File: src/track_arm_regs.vh
`ifndef TRACK_ARM_REGS_VH
`define TRACK_ARM_REGS_VH
// Register byte offsets
`define OFS_MONITOR 8'h00
`define OFS_ASSIGN 8'h04
`define OFS_ARM 8'h08
`define OFS_TRANSPORT 8'h0C
`define OFS_STATUS 8'h10
`define OFS_LOCATE 8'h14
`define OFS_LAST_TAKE 8'h18
`define OFS_METER_IN 8'h1C
`define OFS_METER_BUS 8'h20
`define OFS_METER_TRK 8'h24
// Monitor register fields
`define MON_DUAL_MONO 0
`define MON_SRC_A 1
`define MON_SRC_B 2
// Reset values
`define ASSIGN_RESET 4'hA
`define MONITOR_RESET 3'h6
// Arm states
`define ARM_OFF 2'h0
`define ARM_STANDBY 2'h1
`define ARM_RECORD 2'h2
// Overload hold time in ms and cycles at 20 MHz
`define OVL_HOLD_MS 500
`define CLK_HZ 20000000
`define OVL_HOLD_CYC ((`OVL_HOLD_MS * (`CLK_HZ / 1000)))
// Blink half period in cycles
`define BLINK_CYC 5000000
// Audio sample width and overload threshold
`define SMP_W 16
`define OVL_LEVEL 16'h7800
`endif

File: src/pin_sync.v
`timescale 1ns/1ps
`default_nettype none
// Two-stage synchroniser for one pin
module pin_sync (
  input wire CLK,
  input wire NRST,
  input wire d,
  output reg q
);
  reg meta;
  // First stage only feeds the second
  always @(posedge CLK) begin
    if (!NRST) begin
      meta <= 1'b0;
      q <= 1'b0;
    end else begin
      meta <= d;
      q <= meta;
    end
  end
endmodule
`default_nettype wire

File: src/level_meter.v
`timescale 1ns/1ps
`default_nettype none
`include "track_arm_regs.vh"
// Absolute-level meter with overload hold
module level_meter #(
  parameter [31:0] HOLD = 32'd10000000
) (
  input wire CLK,
  input wire NRST,
  input wire signed [15:0] smp,
  output reg [15:0] level,
  output reg over
);
  reg [31:0] hold_cnt;
  wire [15:0] mag;
  assign mag = smp[15] ? (~smp + 16'h0001) : smp;
  // Overload marker held, then clears itself
  always @(posedge CLK) begin
    if (!NRST) begin
      level <= 16'h0000;
      over <= 1'b0;
      hold_cnt <= 32'h00000000;
    end else begin
      level <= mag;
      if (mag >= `OVL_LEVEL) begin
        over <= 1'b1;
        hold_cnt <= HOLD;
      end else if (hold_cnt != 32'h00000000) begin
        hold_cnt <= hold_cnt - 32'h00000001;
      end else begin
        over <= 1'b0;
      end
    end
  end
endmodule
`default_nettype wire

File: src/track_arm_monitor_router.v
`timescale 1ns/1ps
`default_nettype none
`include "track_arm_regs.vh"
module track_arm_monitor_router #(
  parameter [31:0] OVL_HOLD = `OVL_HOLD_CYC,
  parameter [31:0] BLINK = `BLINK_CYC
) (
  // Clock and reset
  input wire CLK,
  input wire NRST,
  // Wishbone slave
  input wire WB_CYC,
  input wire WB_STB,
  input wire WB_WE,
  input wire [7:0] WB_ADR,
  input wire [3:0] WB_SEL,
  input wire [31:0] WB_DAT_I,
  output reg [31:0] WB_DAT_O,
  output reg WB_ACK,
  // Front-panel keys, raw pins
  input wire [3:0] KEY_ARM,
  input wire KEY_RECORD,
  input wire KEY_PLAY,
  input wire KEY_STOP,
  input wire KEY_FF,
  input wire KEY_REW,
  // Audio samples, one per clock
  input wire signed [15:0] IN_A,
  input wire signed [15:0] IN_B,
  input wire signed [15:0] TRACK_MIX_L,
  input wire signed [15:0] TRACK_MIX_R,
  input wire [63:0] TRACK_PLAY,
  // Monitor outputs
  output reg signed [15:0] OUT_L,
  output reg signed [15:0] OUT_R,
  // Indicators
  output reg [3:0] ARM_LED,
  output reg RECORD_LED,
  output wire OVERLOAD_FLAG_A,
  output wire OVERLOAD_FLAG_B,
  // Transport
  output reg RECORDING,
  output reg PLAYING,
  output reg LOCATE_PULSE,
  output reg [31:0] LOCATE_POS,
  input wire [31:0] POSITION
);
  // Transport states
  localparam [2:0] ST_STOP = 3'b001;
  localparam [2:0] ST_PLAY = 3'b010;
  localparam [2:0] ST_REC = 3'b100;

  reg [2:0] state;
  reg [2:0] monitor;
  reg [3:0] assign_b;
  reg [7:0] arm;
  reg [1:0] age [0:3];
  reg [31:0] last_take;
  reg [31:0] blink_cnt;
  reg blink;
  reg [9:0] key_prev;
  reg signed [15:0] trk_meter_smp [0:3];
  integer i;

  // Key synchronisers
  wire [9:0] key_raw;
  wire [9:0] key_s;
  wire [9:0] key_rise;
  assign key_raw = {1'b0, KEY_REW, KEY_FF, KEY_STOP, KEY_PLAY, KEY_RECORD, KEY_ARM};
  genvar g;
  generate
    for (g = 0; g < 10; g = g + 1) begin : ks
      pin_sync u_sync (
        .CLK(CLK),
        .NRST(NRST),
        .d(key_raw[g]),
        .q(key_s[g])
      );
    end
  endgenerate
  assign key_rise = key_s & ~key_prev;

  // Count of tracks in standby or record
  wire [2:0] armed_cnt;
  assign armed_cnt = {2'b00, arm[1:0] != `ARM_OFF} + {2'b00, arm[3:2] != `ARM_OFF}
    + {2'b00, arm[5:4] != `ARM_OFF} + {2'b00, arm[7:6] != `ARM_OFF};

  // Oldest armed track: the armed track whose age is 1
  reg [1:0] oldest;
  always @* begin
    oldest = 2'd0;
    for (i = 0; i < 4; i = i + 1) begin
      if (arm[2*i +: 2] != `ARM_OFF && age[i] == 2'd1) begin
        oldest = i[1:0];
      end
    end
  end

  // Bus write decode
  wire wb_wr;
  assign wb_wr = WB_CYC && WB_STB && WB_WE && !WB_ACK && WB_SEL[0];

  // Arm state, arming order and transport
  always @(posedge CLK) begin
    if (!NRST) begin
      state <= ST_STOP;
      arm <= 8'h00;
      for (i = 0; i < 4; i = i + 1) begin
        age[i] <= 2'd0;
      end
      last_take <= 32'h00000000;
      LOCATE_PULSE <= 1'b0;
      LOCATE_POS <= 32'h00000000;
      key_prev <= 10'h000;
    end else begin
      key_prev <= key_s;
      LOCATE_PULSE <= 1'b0;
      // Arm keys only act while not recording; every key rising in a cycle arms its own track
      if (state != ST_REC) begin
        for (i = 3; i >= 0; i = i - 1) begin
          if (key_rise[i] && arm[2*i +: 2] == `ARM_OFF) begin
            arm[2*i +: 2] <= `ARM_STANDBY;
            age[i] <= 2'd2;
            if (armed_cnt == 3'd2) begin
              arm[2*oldest +: 2] <= `ARM_OFF;
              age[oldest] <= 2'd0;
            end
          end
        end
        // Newer arm ages the other standby track
        if (key_rise[3:0] != 4'h0) begin
          for (i = 0; i < 4; i = i + 1) begin
            if (age[i] == 2'd2 && !key_rise[i]) begin
              age[i] <= 2'd1;
            end
          end
        end
      end
      case (state)
        ST_STOP, ST_PLAY: begin
          if (key_s[4] && key_rise[5]) begin
            state <= ST_REC;
            last_take <= POSITION;
            for (i = 0; i < 4; i = i + 1) begin
              if (arm[2*i +: 2] == `ARM_STANDBY) begin
                arm[2*i +: 2] <= `ARM_RECORD;
              end
            end
          end else if (key_rise[5]) begin
            state <= ST_PLAY;
          end else if (key_rise[6]) begin
            state <= ST_STOP;
          end
          // Locate keys pressed with stop held
          if (key_s[6] && key_rise[7]) begin
            LOCATE_PULSE <= 1'b1;
            LOCATE_POS <= last_take;
          end else if (key_s[6] && key_rise[8]) begin
            LOCATE_PULSE <= 1'b1;
            LOCATE_POS <= 32'h00000000;
          end
        end
        ST_REC: begin
          if (key_rise[6]) begin
            state <= ST_STOP;
            for (i = 0; i < 4; i = i + 1) begin
              if (arm[2*i +: 2] == `ARM_RECORD) begin
                arm[2*i +: 2] <= `ARM_STANDBY;
              end
            end
          end
        end
        default: state <= ST_STOP;
      endcase
      // Software disarm clears arms while stopped
      if (wb_wr && WB_ADR == `OFS_ARM && state == ST_STOP && WB_DAT_I[0]) begin
        arm <= 8'h00;
        for (i = 0; i < 4; i = i + 1) begin
          age[i] <= 2'd0;
        end
      end
    end
  end

  // Software settings: monitor mode, sources, track assignment
  always @(posedge CLK) begin
    if (!NRST) begin
      monitor <= `MONITOR_RESET;
      assign_b <= `ASSIGN_RESET;
    end else if (wb_wr) begin
      if (WB_ADR == `OFS_MONITOR) begin
        monitor <= WB_DAT_I[2:0];
      end
      if (WB_ADR == `OFS_ASSIGN) begin
        assign_b <= WB_DAT_I[3:0];
      end
    end
  end

  // Indicator blink timer
  always @(posedge CLK) begin
    if (!NRST) begin
      blink_cnt <= 32'h00000000;
      blink <= 1'b0;
    end else if (blink_cnt >= BLINK - 32'h00000001) begin
      blink_cnt <= 32'h00000000;
      blink <= ~blink;
    end else begin
      blink_cnt <= blink_cnt + 32'h00000001;
    end
  end

  // Mic input passed by its monitor source bit or by arm of any track fed by it
  reg pass_a;
  reg pass_b;
  always @* begin
    pass_a = monitor[`MON_SRC_A];
    pass_b = monitor[`MON_SRC_B];
    for (i = 0; i < 4; i = i + 1) begin
      if (arm[2*i +: 2] != `ARM_OFF) begin
        if (assign_b[i]) begin
          pass_b = 1'b1;
        end else begin
          pass_a = 1'b1;
        end
      end
    end
  end

  // Monitor mix, saturating; two extra bits guard the sum
  wire signed [15:0] mon_a;
  wire signed [15:0] mon_b;
  wire signed [17:0] mono;
  reg signed [17:0] sum_l;
  reg signed [17:0] sum_r;
  assign mon_a = pass_a ? IN_A : 16'sh0000;
  assign mon_b = pass_b ? IN_B : 16'sh0000;
  assign mono = {{2{mon_a[15]}}, mon_a} + {{2{mon_b[15]}}, mon_b};
  always @* begin
    if (monitor[`MON_DUAL_MONO]) begin
      sum_l = mono;
      sum_r = mono;
    end else begin
      sum_l = {{2{mon_a[15]}}, mon_a};
      sum_r = {{2{mon_b[15]}}, mon_b};
    end
    if (state != ST_STOP) begin
      sum_l = sum_l + {{2{TRACK_MIX_L[15]}}, TRACK_MIX_L};
      sum_r = sum_r + {{2{TRACK_MIX_R[15]}}, TRACK_MIX_R};
    end
  end

  function [15:0] sat;
    input [17:0] v;
    begin
      if (v[17] == 1'b0 && v[16:15] != 2'b00) begin
        sat = 16'h7FFF;
      end else if (v[17] == 1'b1 && v[16:15] != 2'b11) begin
        sat = 16'h8000;
      end else begin
        sat = v[15:0];
      end
    end
  endfunction

  // Registered outputs and indicators
  always @(posedge CLK) begin
    if (!NRST) begin
      OUT_L <= 16'sh0000;
      OUT_R <= 16'sh0000;
      ARM_LED <= 4'h0;
      RECORD_LED <= 1'b0;
      RECORDING <= 1'b0;
      PLAYING <= 1'b0;
    end else begin
      OUT_L <= sat(sum_l);
      OUT_R <= sat(sum_r);
      RECORD_LED <= (state == ST_REC);
      RECORDING <= (state == ST_REC);
      PLAYING <= (state != ST_STOP);
      for (i = 0; i < 4; i = i + 1) begin
        ARM_LED[i] <= (arm[2*i +: 2] == `ARM_RECORD)
          || (arm[2*i +: 2] == `ARM_STANDBY && blink);
      end
    end
  end

  // Track meter source selection
  always @* begin
    for (i = 0; i < 4; i = i + 1) begin
      if (arm[2*i +: 2] == `ARM_RECORD
          || (arm[2*i +: 2] == `ARM_STANDBY && state == ST_STOP)) begin
        trk_meter_smp[i] = assign_b[i] ? IN_B : IN_A;
      end else begin
        trk_meter_smp[i] = TRACK_PLAY[16*i +: 16];
      end
    end
  end

  // Meters: inputs, bus pair, tracks
  wire [15:0] lvl [0:7];
  wire [7:0] ovl;
  wire signed [15:0] msrc [0:7];
  assign msrc[0] = IN_A;
  assign msrc[1] = IN_B;
  assign msrc[2] = OUT_L;
  assign msrc[3] = OUT_R;
  generate
    for (g = 0; g < 4; g = g + 1) begin : tm
      assign msrc[4+g] = trk_meter_smp[g];
    end
    for (g = 0; g < 8; g = g + 1) begin : mt
      level_meter #(.HOLD(OVL_HOLD)) u_meter (
        .CLK(CLK),
        .NRST(NRST),
        .smp(msrc[g]),
        .level(lvl[g]),
        .over(ovl[g])
      );
    end
  endgenerate
  assign OVERLOAD_FLAG_A = ovl[0];
  assign OVERLOAD_FLAG_B = ovl[1];

  // Wishbone read mux and single-cycle ack
  always @(posedge CLK) begin
    if (!NRST) begin
      WB_ACK <= 1'b0;
      WB_DAT_O <= 32'h00000000;
    end else begin
      WB_ACK <= WB_CYC && WB_STB && !WB_ACK;
      case (WB_ADR)
        `OFS_MONITOR: WB_DAT_O <= {29'h0, monitor};
        `OFS_ASSIGN: WB_DAT_O <= {28'h0, assign_b};
        `OFS_ARM: WB_DAT_O <= {24'h0, arm};
        `OFS_TRANSPORT: WB_DAT_O <= {29'h0, state};
        `OFS_STATUS: WB_DAT_O <= {24'h0, ovl};
        `OFS_LOCATE: WB_DAT_O <= LOCATE_POS;
        `OFS_LAST_TAKE: WB_DAT_O <= last_take;
        `OFS_METER_IN: WB_DAT_O <= {lvl[1], lvl[0]};
        `OFS_METER_BUS: WB_DAT_O <= {lvl[3], lvl[2]};
        `OFS_METER_TRK: WB_DAT_O <= {lvl[5][15:8], lvl[4][15:8], lvl[7][15:8], lvl[6][15:8]};
        default: WB_DAT_O <= 32'h00000000;
      endcase
    end
  end
endmodule
`default_nettype wire

File: config.mk
export PLATFORM = sky130hd
export DESIGN_NAME = track_arm_monitor_router
export DESIGN_NICKNAME = d
export VERILOG_FILES = /design/src/pin_sync.v /design/src/level_meter.v /design/src/track_arm_monitor_router.v
export VERILOG_INCLUDE_DIRS = /design/src
export SDC_FILE = /design/constraint.sdc
export NUM_CORES = 1
export LEC_CHECK = 0
export BUFFER_PORTS_ARGS = -buffer_cell sky130_fd_sc_hd__buf_2
export CAP_MARGIN = 20
export CORE_MARGIN = 10
export CORE_UTILIZATION = 25
export DETAILED_ROUTE_END_ITERATION = 12
export GPL_ROUTABILITY_DRIVEN = 0
export SYNTH_ARGS = -nofsm -noshare
export SYNTH_HDL_FRONTEND = slang
export SYNTH_HIERARCHICAL = 1
export SYNTH_SLANG_ARGS = --single-unit
export TNS_END_PERCENT = 20
File: constraint.sdc
create_clock -name CLK -period 5.7 [get_ports CLK]
set_input_delay 1.14 -clock CLK [delete_from_list [all_inputs] [get_ports CLK]]
set_output_delay 1.14 -clock CLK [all_outputs]
set_load 0.005 [all_outputs]
==> results of run 1 <==
-- path summary, 6_finish.rpt --
kind	from	to	slack, ps	depth (start not counted)
worst max-delay path	arm[7]	OUT_R[8]	130	27
worst min-delay path	ks[8].u_sync/meta	ks[8].u_sync/q	420	1
worst max register to register	arm[7]	OUT_R[8]	130	27
worst min register to register	ks[8].u_sync/meta	ks[8].u_sync/q	420	1
-- power by group through the flow --
stage	registers (mW)	logic [mW]	clock network, mW
after floorplan	5.70	6.26	0
after global placement	5.92	7.82	0
after detailed placement	5.95	7.98	0
after CTS	5.88	8.04	4.66
after global routing	6.06	9.16	4.82
final	5.91	8.27	4.58
-- metrics by stage --
| stage | total power [mW] | utilization, % | std cells | setup TNS [ps] |
|---|---|---|---|---|
| after global placement | 13.74 | 28.34 | 5677 | -10310 |
| after CTS | 18.59 | 30.30 | 5804 | 0 |
| after floorplan | 11.96 | - | 3776 | 0 |
| final | 18.76 | 30.66 | 5822 | 0 |
| after detailed placement | 13.93 | 28.34 | 5677 | -12260 |
| after global routing | 20.04 | 30.66 | 5821 | -283.2 |
-- final cells by class --
class | instances | share of cell area (%)
flip-flops and latches | 581 | 30.36
well taps | 1650 | 5.376
inverters | 70 | 0.6875
repair buffers | 515 | 8.407
diodes | 2 | 0.01303
multi-input cells | 2880 | 48.99
clock inverters | 27 | 0.8179
clock buffers | 97 | 5.344
-- worst reg2reg max path, cell delays in order (launching register included) --
cell,delay [ps]
dfxtp_4,360
nor2_4,120
nor2_2,50
or4_4,540
buf_8,170
and2_1,200
ha_4,280
buf_4,120
nand2b_4,60
a21oi_2,180
o21ai_1,110
buf_4,150
maj3_4,340
o21bai_2,190
xor2_2,250
a21boi_2,90
inv_1,80
ha_1,240
a21o_1,200
a21o_1,180
a221o_1,360
a31oi_2,190
o21ai_2,110
o21ai_2,150
nand2_2,100
a311oi_4,330
clkbuf_16,230
o31ai_2,70
-- repair_timing --
item,4_1_cts,5_1_grt
cloned,1,1
hold endpoints to repair,0,0
setup buffers,2,6
setup endpoints to repair,30,30
pin swaps,5,36
gates resized for setup,17,63
-- per-layer routing --
metal  part of all wire [%]  wire length (microns)  GRT usage [%]  vias up
li1                       -                      -              -    14503
met3                     10                  12910          4.941      199
met5                  0.032                     40              0        -
met1                     44                  54420          22.62    14775
met4                    3.2                   3943          5.329        8
met2                     43                  53480          25.38     1309
-- state kept, by name, summed over array words and instances, names as in the netlist, 8 cells and up --
signal               flops
mt.u_meter/over          8
mt.u_meter/hold_cnt    256
blink_cnt               32
last_take               32
LOCATE_POS              32
OUT_R                   16
WB_DAT_O                32
mt.u_meter/level        96
ks.u_sync/q              9
OUT_L                   16
age                      8
ks.u_sync/meta           9
key_prev                 8
arm                      8
-- placed cells by master (no fill, tap or decap), types with 60 or more instances in the layout --
cell type  count
xnor2_1      104
buf_2        292
nand2_1      312
clkbuf_16     70
or3_1         79
ha_1          68
nor3_1        90
mux2i_1       80
inv_1         67
o21ai_0      133
xor2_1       131
o31ai_1      104
nand4_1       60
a22oi_1       73
dfxtp_1      572
nor2_1       357
nand3_1       64
and2_1        73
a31oi_1       86
a21oi_1      235
or4_1        139
buf_4        213
==> reports/results.ini, run 1 <==
[timing]
finalHoldViolCount = 0
worstMarginPinSlew_ps = 1289
fin_hold_ws_ps = 423.7
timing.fmax_ghz = 0.1795
max-slew-margin-rel_pct = 14.07
setup_viol = 0
setup_slack_ps = 130.1
skew_ps = 35.68
slew_viol_final = 0
post-route-period-util_pct = 97.72
fin_crit_ps = 5570

[setup_path]
path_buf_inv = 5
slowest_delay_ps = 540
critPathTopFamily = compound AO/OA/AOI/OAI gates
slowest_stage = or4_4
required_ps = 6180
critPathKind = reg -> reg
cp_data_arrival_time_ps = 6050
critPathLaunchType = flop
crit_fanout = 8
endpoint_kind = flop

[clocking]
cts_buffers = 69
ctsHoldBuffers = 0
cts-htree-levels = 3
clkLatencyLatePin_ps = 640
cts_tree = done
cts_sinks = 581
clkSlewWorstSetupHoldPaths_ps = 60
ctsRootBufferMaster = clkbuf_16
cts_buffer_depth = 3

[power]
switching_power_mw = 7.759
p_per_area_nw_per_um2 = 488.7
worst_ir_drop_vdd_uv = 281.1
combPwrFrac_pct = 44.1
clkPwrFrac_pct = 24.4
sw_frac_of_total_pct = 41.35
leakage_nw = 15.14
p_seq_share_pct = 31.5
p_int_mw = 11.01

[detailed_routing]
vias = 30794
first_pass_iters = 6
avgViaCountPerCell = 5.289
wl_microns = 124800
drc = 0
drtAntennaViolNets = 0
drtIter0Drc = 3678
wl_per_cell_microns = 21.43

[floorplan]
start_util_pct = 25.09
io_pins = 325
die_w_microns = 374.5
die-area_sq_um = 140300
die_h_microns = 374.5
core_sq_um = 125200
fp-row-count = 130

[grt]
first_global_vias = 28264
antenna_found_initial = 15
grt_use_total_pct = 16.75
grt_overflow = 0
grt_max_degree = 72
grt_pass1_wl_microns = 181900

[final_layout]
multi_input_area_sq_um = 18810
fin_area_sq_um = 38400
syn2layout_area_growth_pct = 22.22
nets = 4417
layout-drive-gt1-share_pct = 19.45
regArea_sq_um = 11660
fillers = 13305

[place]
dp_hpwl_microns = 95310
io_buffer_count = 293
pre_cts_slack_ps = -695.0
placed_area_sq_um = 35490

[job]
drv_cap = 0

[logic_synthesis]
avgSynthCellArea_sq_um = 8.338
netlist_area_sq_um = 31420
yosys_warnings = 6
synth_cells = 3768

[min_path]
hold_path.class = reg -> reg

[outcome]
status = complete, no violations

(Power assumes the default switching activity.)
==> run 2: changes to the inputs <==
--- a/config.mk
+++ b/config.mk
@@ -12,6 +12,7 @@
 export CORE_UTILIZATION = 25
 export DETAILED_ROUTE_END_ITERATION = 12
 export GPL_ROUTABILITY_DRIVEN = 0
+export PLACE_DENSITY = 0.47
 export SYNTH_ARGS = -nofsm -noshare
 export SYNTH_HDL_FRONTEND = slang
 export SYNTH_HIERARCHICAL = 1
==> constraint.sdc (replaced) <==
create_clock -name CLK -period 5.7 [get_ports CLK]
set_input_delay 0.285 -clock CLK [delete_from_list [all_inputs] [get_ports CLK]]
set_output_delay 0.285 -clock CLK [all_outputs]
set_load 0.005 [all_outputs]
==> run 2 against run 1 <==
- sequential cell count unchanged
- core utilization about the same
- highest routed layer unchanged
- critical endpoint is now OUT_L[9]
- total power increased by 0.24%
- largest cell class unchanged
==> reports/results.ini, run 2 (synthesized netlist as in run 1, its figures left out) <==
[floorplan]
die_h_microns = 374.5  ; unchanged
io_pins = 325  ; unchanged
core_sq_um = 125200  ; unchanged
die-area_sq_um = 140300  ; unchanged
fp-row-count = 130  ; unchanged
start_util_pct = 25.09  ; unchanged
die_w_microns = 374.5  ; unchanged

[clocking]
cts-htree-levels = 3  ; unchanged
cts_tree = done  ; unchanged
ctsRootBufferMaster = clkbuf_16  ; unchanged
clkSlewWorstSetupHoldPaths_ps = 60  ; about the same
cts_sinks = 581  ; unchanged
clkLatencyLatePin_ps = 670  ; was 640 ps
cts_buffer_depth = 3  ; unchanged
cts_buffers = 71  ; was 69

[power]
clkPwrFrac_pct = 24.6  ; was 24.4%
power_mw = 18.81  ; was 18.76 mW
combPwrFrac_pct = 44.0  ; was 44.1%
sw_frac_of_total_pct = 41.78  ; was 41.35%
worst_ir_drop_vdd_uv = 303.8  ; was 281.1 uV
p_per_area_nw_per_um2 = 489.6  ; was 488.7 nW/um^2
p_seq_share_pct = 31.4  ; was 31.5%
switching_power_mw = 7.858  ; was 7.759 mW
leakage_nw = 15.08  ; was 15.14 nW
p_int_mw = 10.95  ; was 11.01 mW

[final_layout]
layout_common_cells = dfxtp_1, nor2_1, nand2_1  ; unchanged
layout_commonest_cell = dfxtp_1  ; unchanged
fin_area_sq_um = 38420  ; was 38,400 sq um
largest_register = mt.u_meter/hold_cnt  ; unchanged
largest_reg_flops = 256  ; unchanged
utilization_pct = 30.68  ; was 30.66%
syn2layout_area_growth_pct = 22.29  ; was 22.22%
layout-drive-gt1-share_pct = 18.06  ; was 19.45%
top_regs = mt.u_meter/hold_cnt: 256 flops, mt.u_meter/level: 96 flops  ; unchanged
nets = 4429  ; was 4,417

[grt]
antenna_found_initial = 18  ; was 15
grt_overflow = 0  ; unchanged
grt_pass1_wl_microns = 185900  ; was 181,900 microns
first_global_vias = 27960  ; was 28,264
grt_use_total_pct = 17.28  ; was 16.75%
grt_max_degree = 70  ; was 72

[setup_path]
rrSetupSlack_ps = 230  ; was 130 ps
cp_data_arrival_time_ps = 6010  ; was 6050 ps
crit_top_cell = buf_4
slowest_stage = or4_4  ; unchanged
r2r_start = arm[3]  ; was arm[7]
critPathTopFamily = compound AO/OA/AOI/OAI gates  ; unchanged
crit_fanout = 7  ; was 8
critPathLaunchType = flop  ; unchanged
rr_worst_depth = 27  ; unchanged
critPathKind = reg -> reg  ; unchanged
r2r-end = OUT_L[9]  ; was OUT_R[8]
crit_cells = 27  ; unchanged
required_ps = 6240  ; was 6180 ps
crit_path_end = OUT_L[9]  ; was OUT_R[8]
endpoint_kind = flop  ; unchanged
crit_start = arm[3]  ; was arm[7]
path_buf_inv = 5  ; unchanged
slowest_delay_ps = 580  ; was 540 ps

[place]
dp_hpwl_microns = 95930  ; was 95,310 microns
io_buffer_count = 293  ; unchanged
placed_area_sq_um = 35230  ; was 35,490 sq um

[timing]
skew_ps = 36.40  ; was 35.68 ps
finalHoldViolCount = 0  ; unchanged
timing.fmax_ghz = 0.1827  ; was 0.1795 GHz
max-slew-margin-rel_pct = 12.58  ; was 14.07%
slew_viol_final = 0  ; unchanged
rsz0062_at_grt = true
worstMarginPinSlew_ps = 1311  ; was 1289 ps
fin_crit_ps = 5472  ; was 5570 ps
post-route-period-util_pct = 96.00  ; was 97.72%
setup_viol = 0  ; unchanged

[min_path]
hold_path.class = in -> reg  ; was reg -> reg

[detailed_routing]
vias = 30235  ; was 30,794
drtIter0Drc = 2541  ; was 3,678
avgViaCountPerCell = 5.183  ; was 5.289
drtAntennaViolNets = 0  ; unchanged
wl_per_cell_microns = 22.00  ; was 21.43 microns
wl_microns = 128300  ; was 124,800 microns
first_pass_iters = 7  ; was 6
drc = 0  ; unchanged

[outcome]
status = complete, no violations  ; unchanged

[job]
drv_cap = 0  ; unchanged

==> run 2: power by group through the flow <==
stage,registers [mW],logic (mW),clock network [mW]
final,5.90,8.27,4.63
after global routing,6.04,9.23,4.91
after CTS,5.88,8.15,4.75
after detailed placement,5.96,8.08,0
after global placement,5.95,8.02,0
after floorplan,5.70,6.26,0
==> run 2: worst reg2reg max path: stages, from the launching register on <==
cell and delay (ps):
dfxtp_4 360, nor2_4 120, nor2_2 60, or4_4 580
buf_6 170, and2_1 160, ha_1 220, inv_1 80
fa_1 200, nand2b_1 160, a21oi_2 80, buf_4 150
o21a_1 170, nor2_2 110, xnor2_2 160, a22o_1 240
ha_4 230, and3_1 180, o21a_1 100, a21o_1 230
o311a_1 390, o21ai_2 120, buf_4 130, mux2i_2 220
o31ai_1 110, o311ai_2 330, buf_4 250, o21ai_2 70
==> run 2: layer usage <==
| metal | part of all wire [%] | vias up | global-route usage, % |
|---|---|---|---|
| met5 | 0.13 | - | 0 |
| met3 | 7.8 | 184 | 4.314 |
| met4 | 3.0 | 26 | 5.269 |
| li1 | - | 14520 | - |
| met1 | 46 | 14487 | 23.82 |
| met2 | 43 | 1018 | 26.25 |
==> run 2: final cells by class <==
cell class                 instances  area, sq um
fill                           13389        86820
multi-input combinational       2880        18700
sequential                       581        11650
timing repair buffer             525         3387
tap                             1650         2064
clock buffer                      95         1977
clock inverter                    30        372.9
inverter                          70        264.0
antenna                            3        7.507
==> run 2: worst min-delay path by stage <==
| stage | cells after the start | slack (ps) | to | from |
|---|---|---|---|---|
| final | 2 | 40 | state[0] | NRST |
| after global routing | 2 | 30 | state[0] | NRST |
| after CTS | 2 | 7 | state[0] | NRST |
| after detailed placement | 1 | 420 | ks[4].u_sync/q | ks[4].u_sync/meta |
| after global placement | 1 | 410 | ks[7].u_sync/q | ks[7].u_sync/meta |
| after floorplan | 1 | 410 | ks[0].u_sync/q | ks[0].u_sync/meta |
==> run 2: repair_timing <==
action / CTS / global route
resized for setup: 4 / 54
buffers inserted: 0 / 8
cloned: 0 / 2
hold buffers: 46 / 0
hold endpoints to repair: 47 / 0
setup endpoints to repair: 30 / 32
pin swaps: 0 / 21
==> run 2: stage by stage <==
step	hold slack [ps]	setup WS, ps	std cells	setup TNS [ps]
floorplan	405.7	117.4	3776	0
global placement	412.3	-211.8	5642	-3996
detailed placement	416.2	-258.8	5643	-4694
CTS	6.660	9.317	5814	0
global route	30.53	-32.25	5831	-196.0
finish	44.74	228.0	5834	0
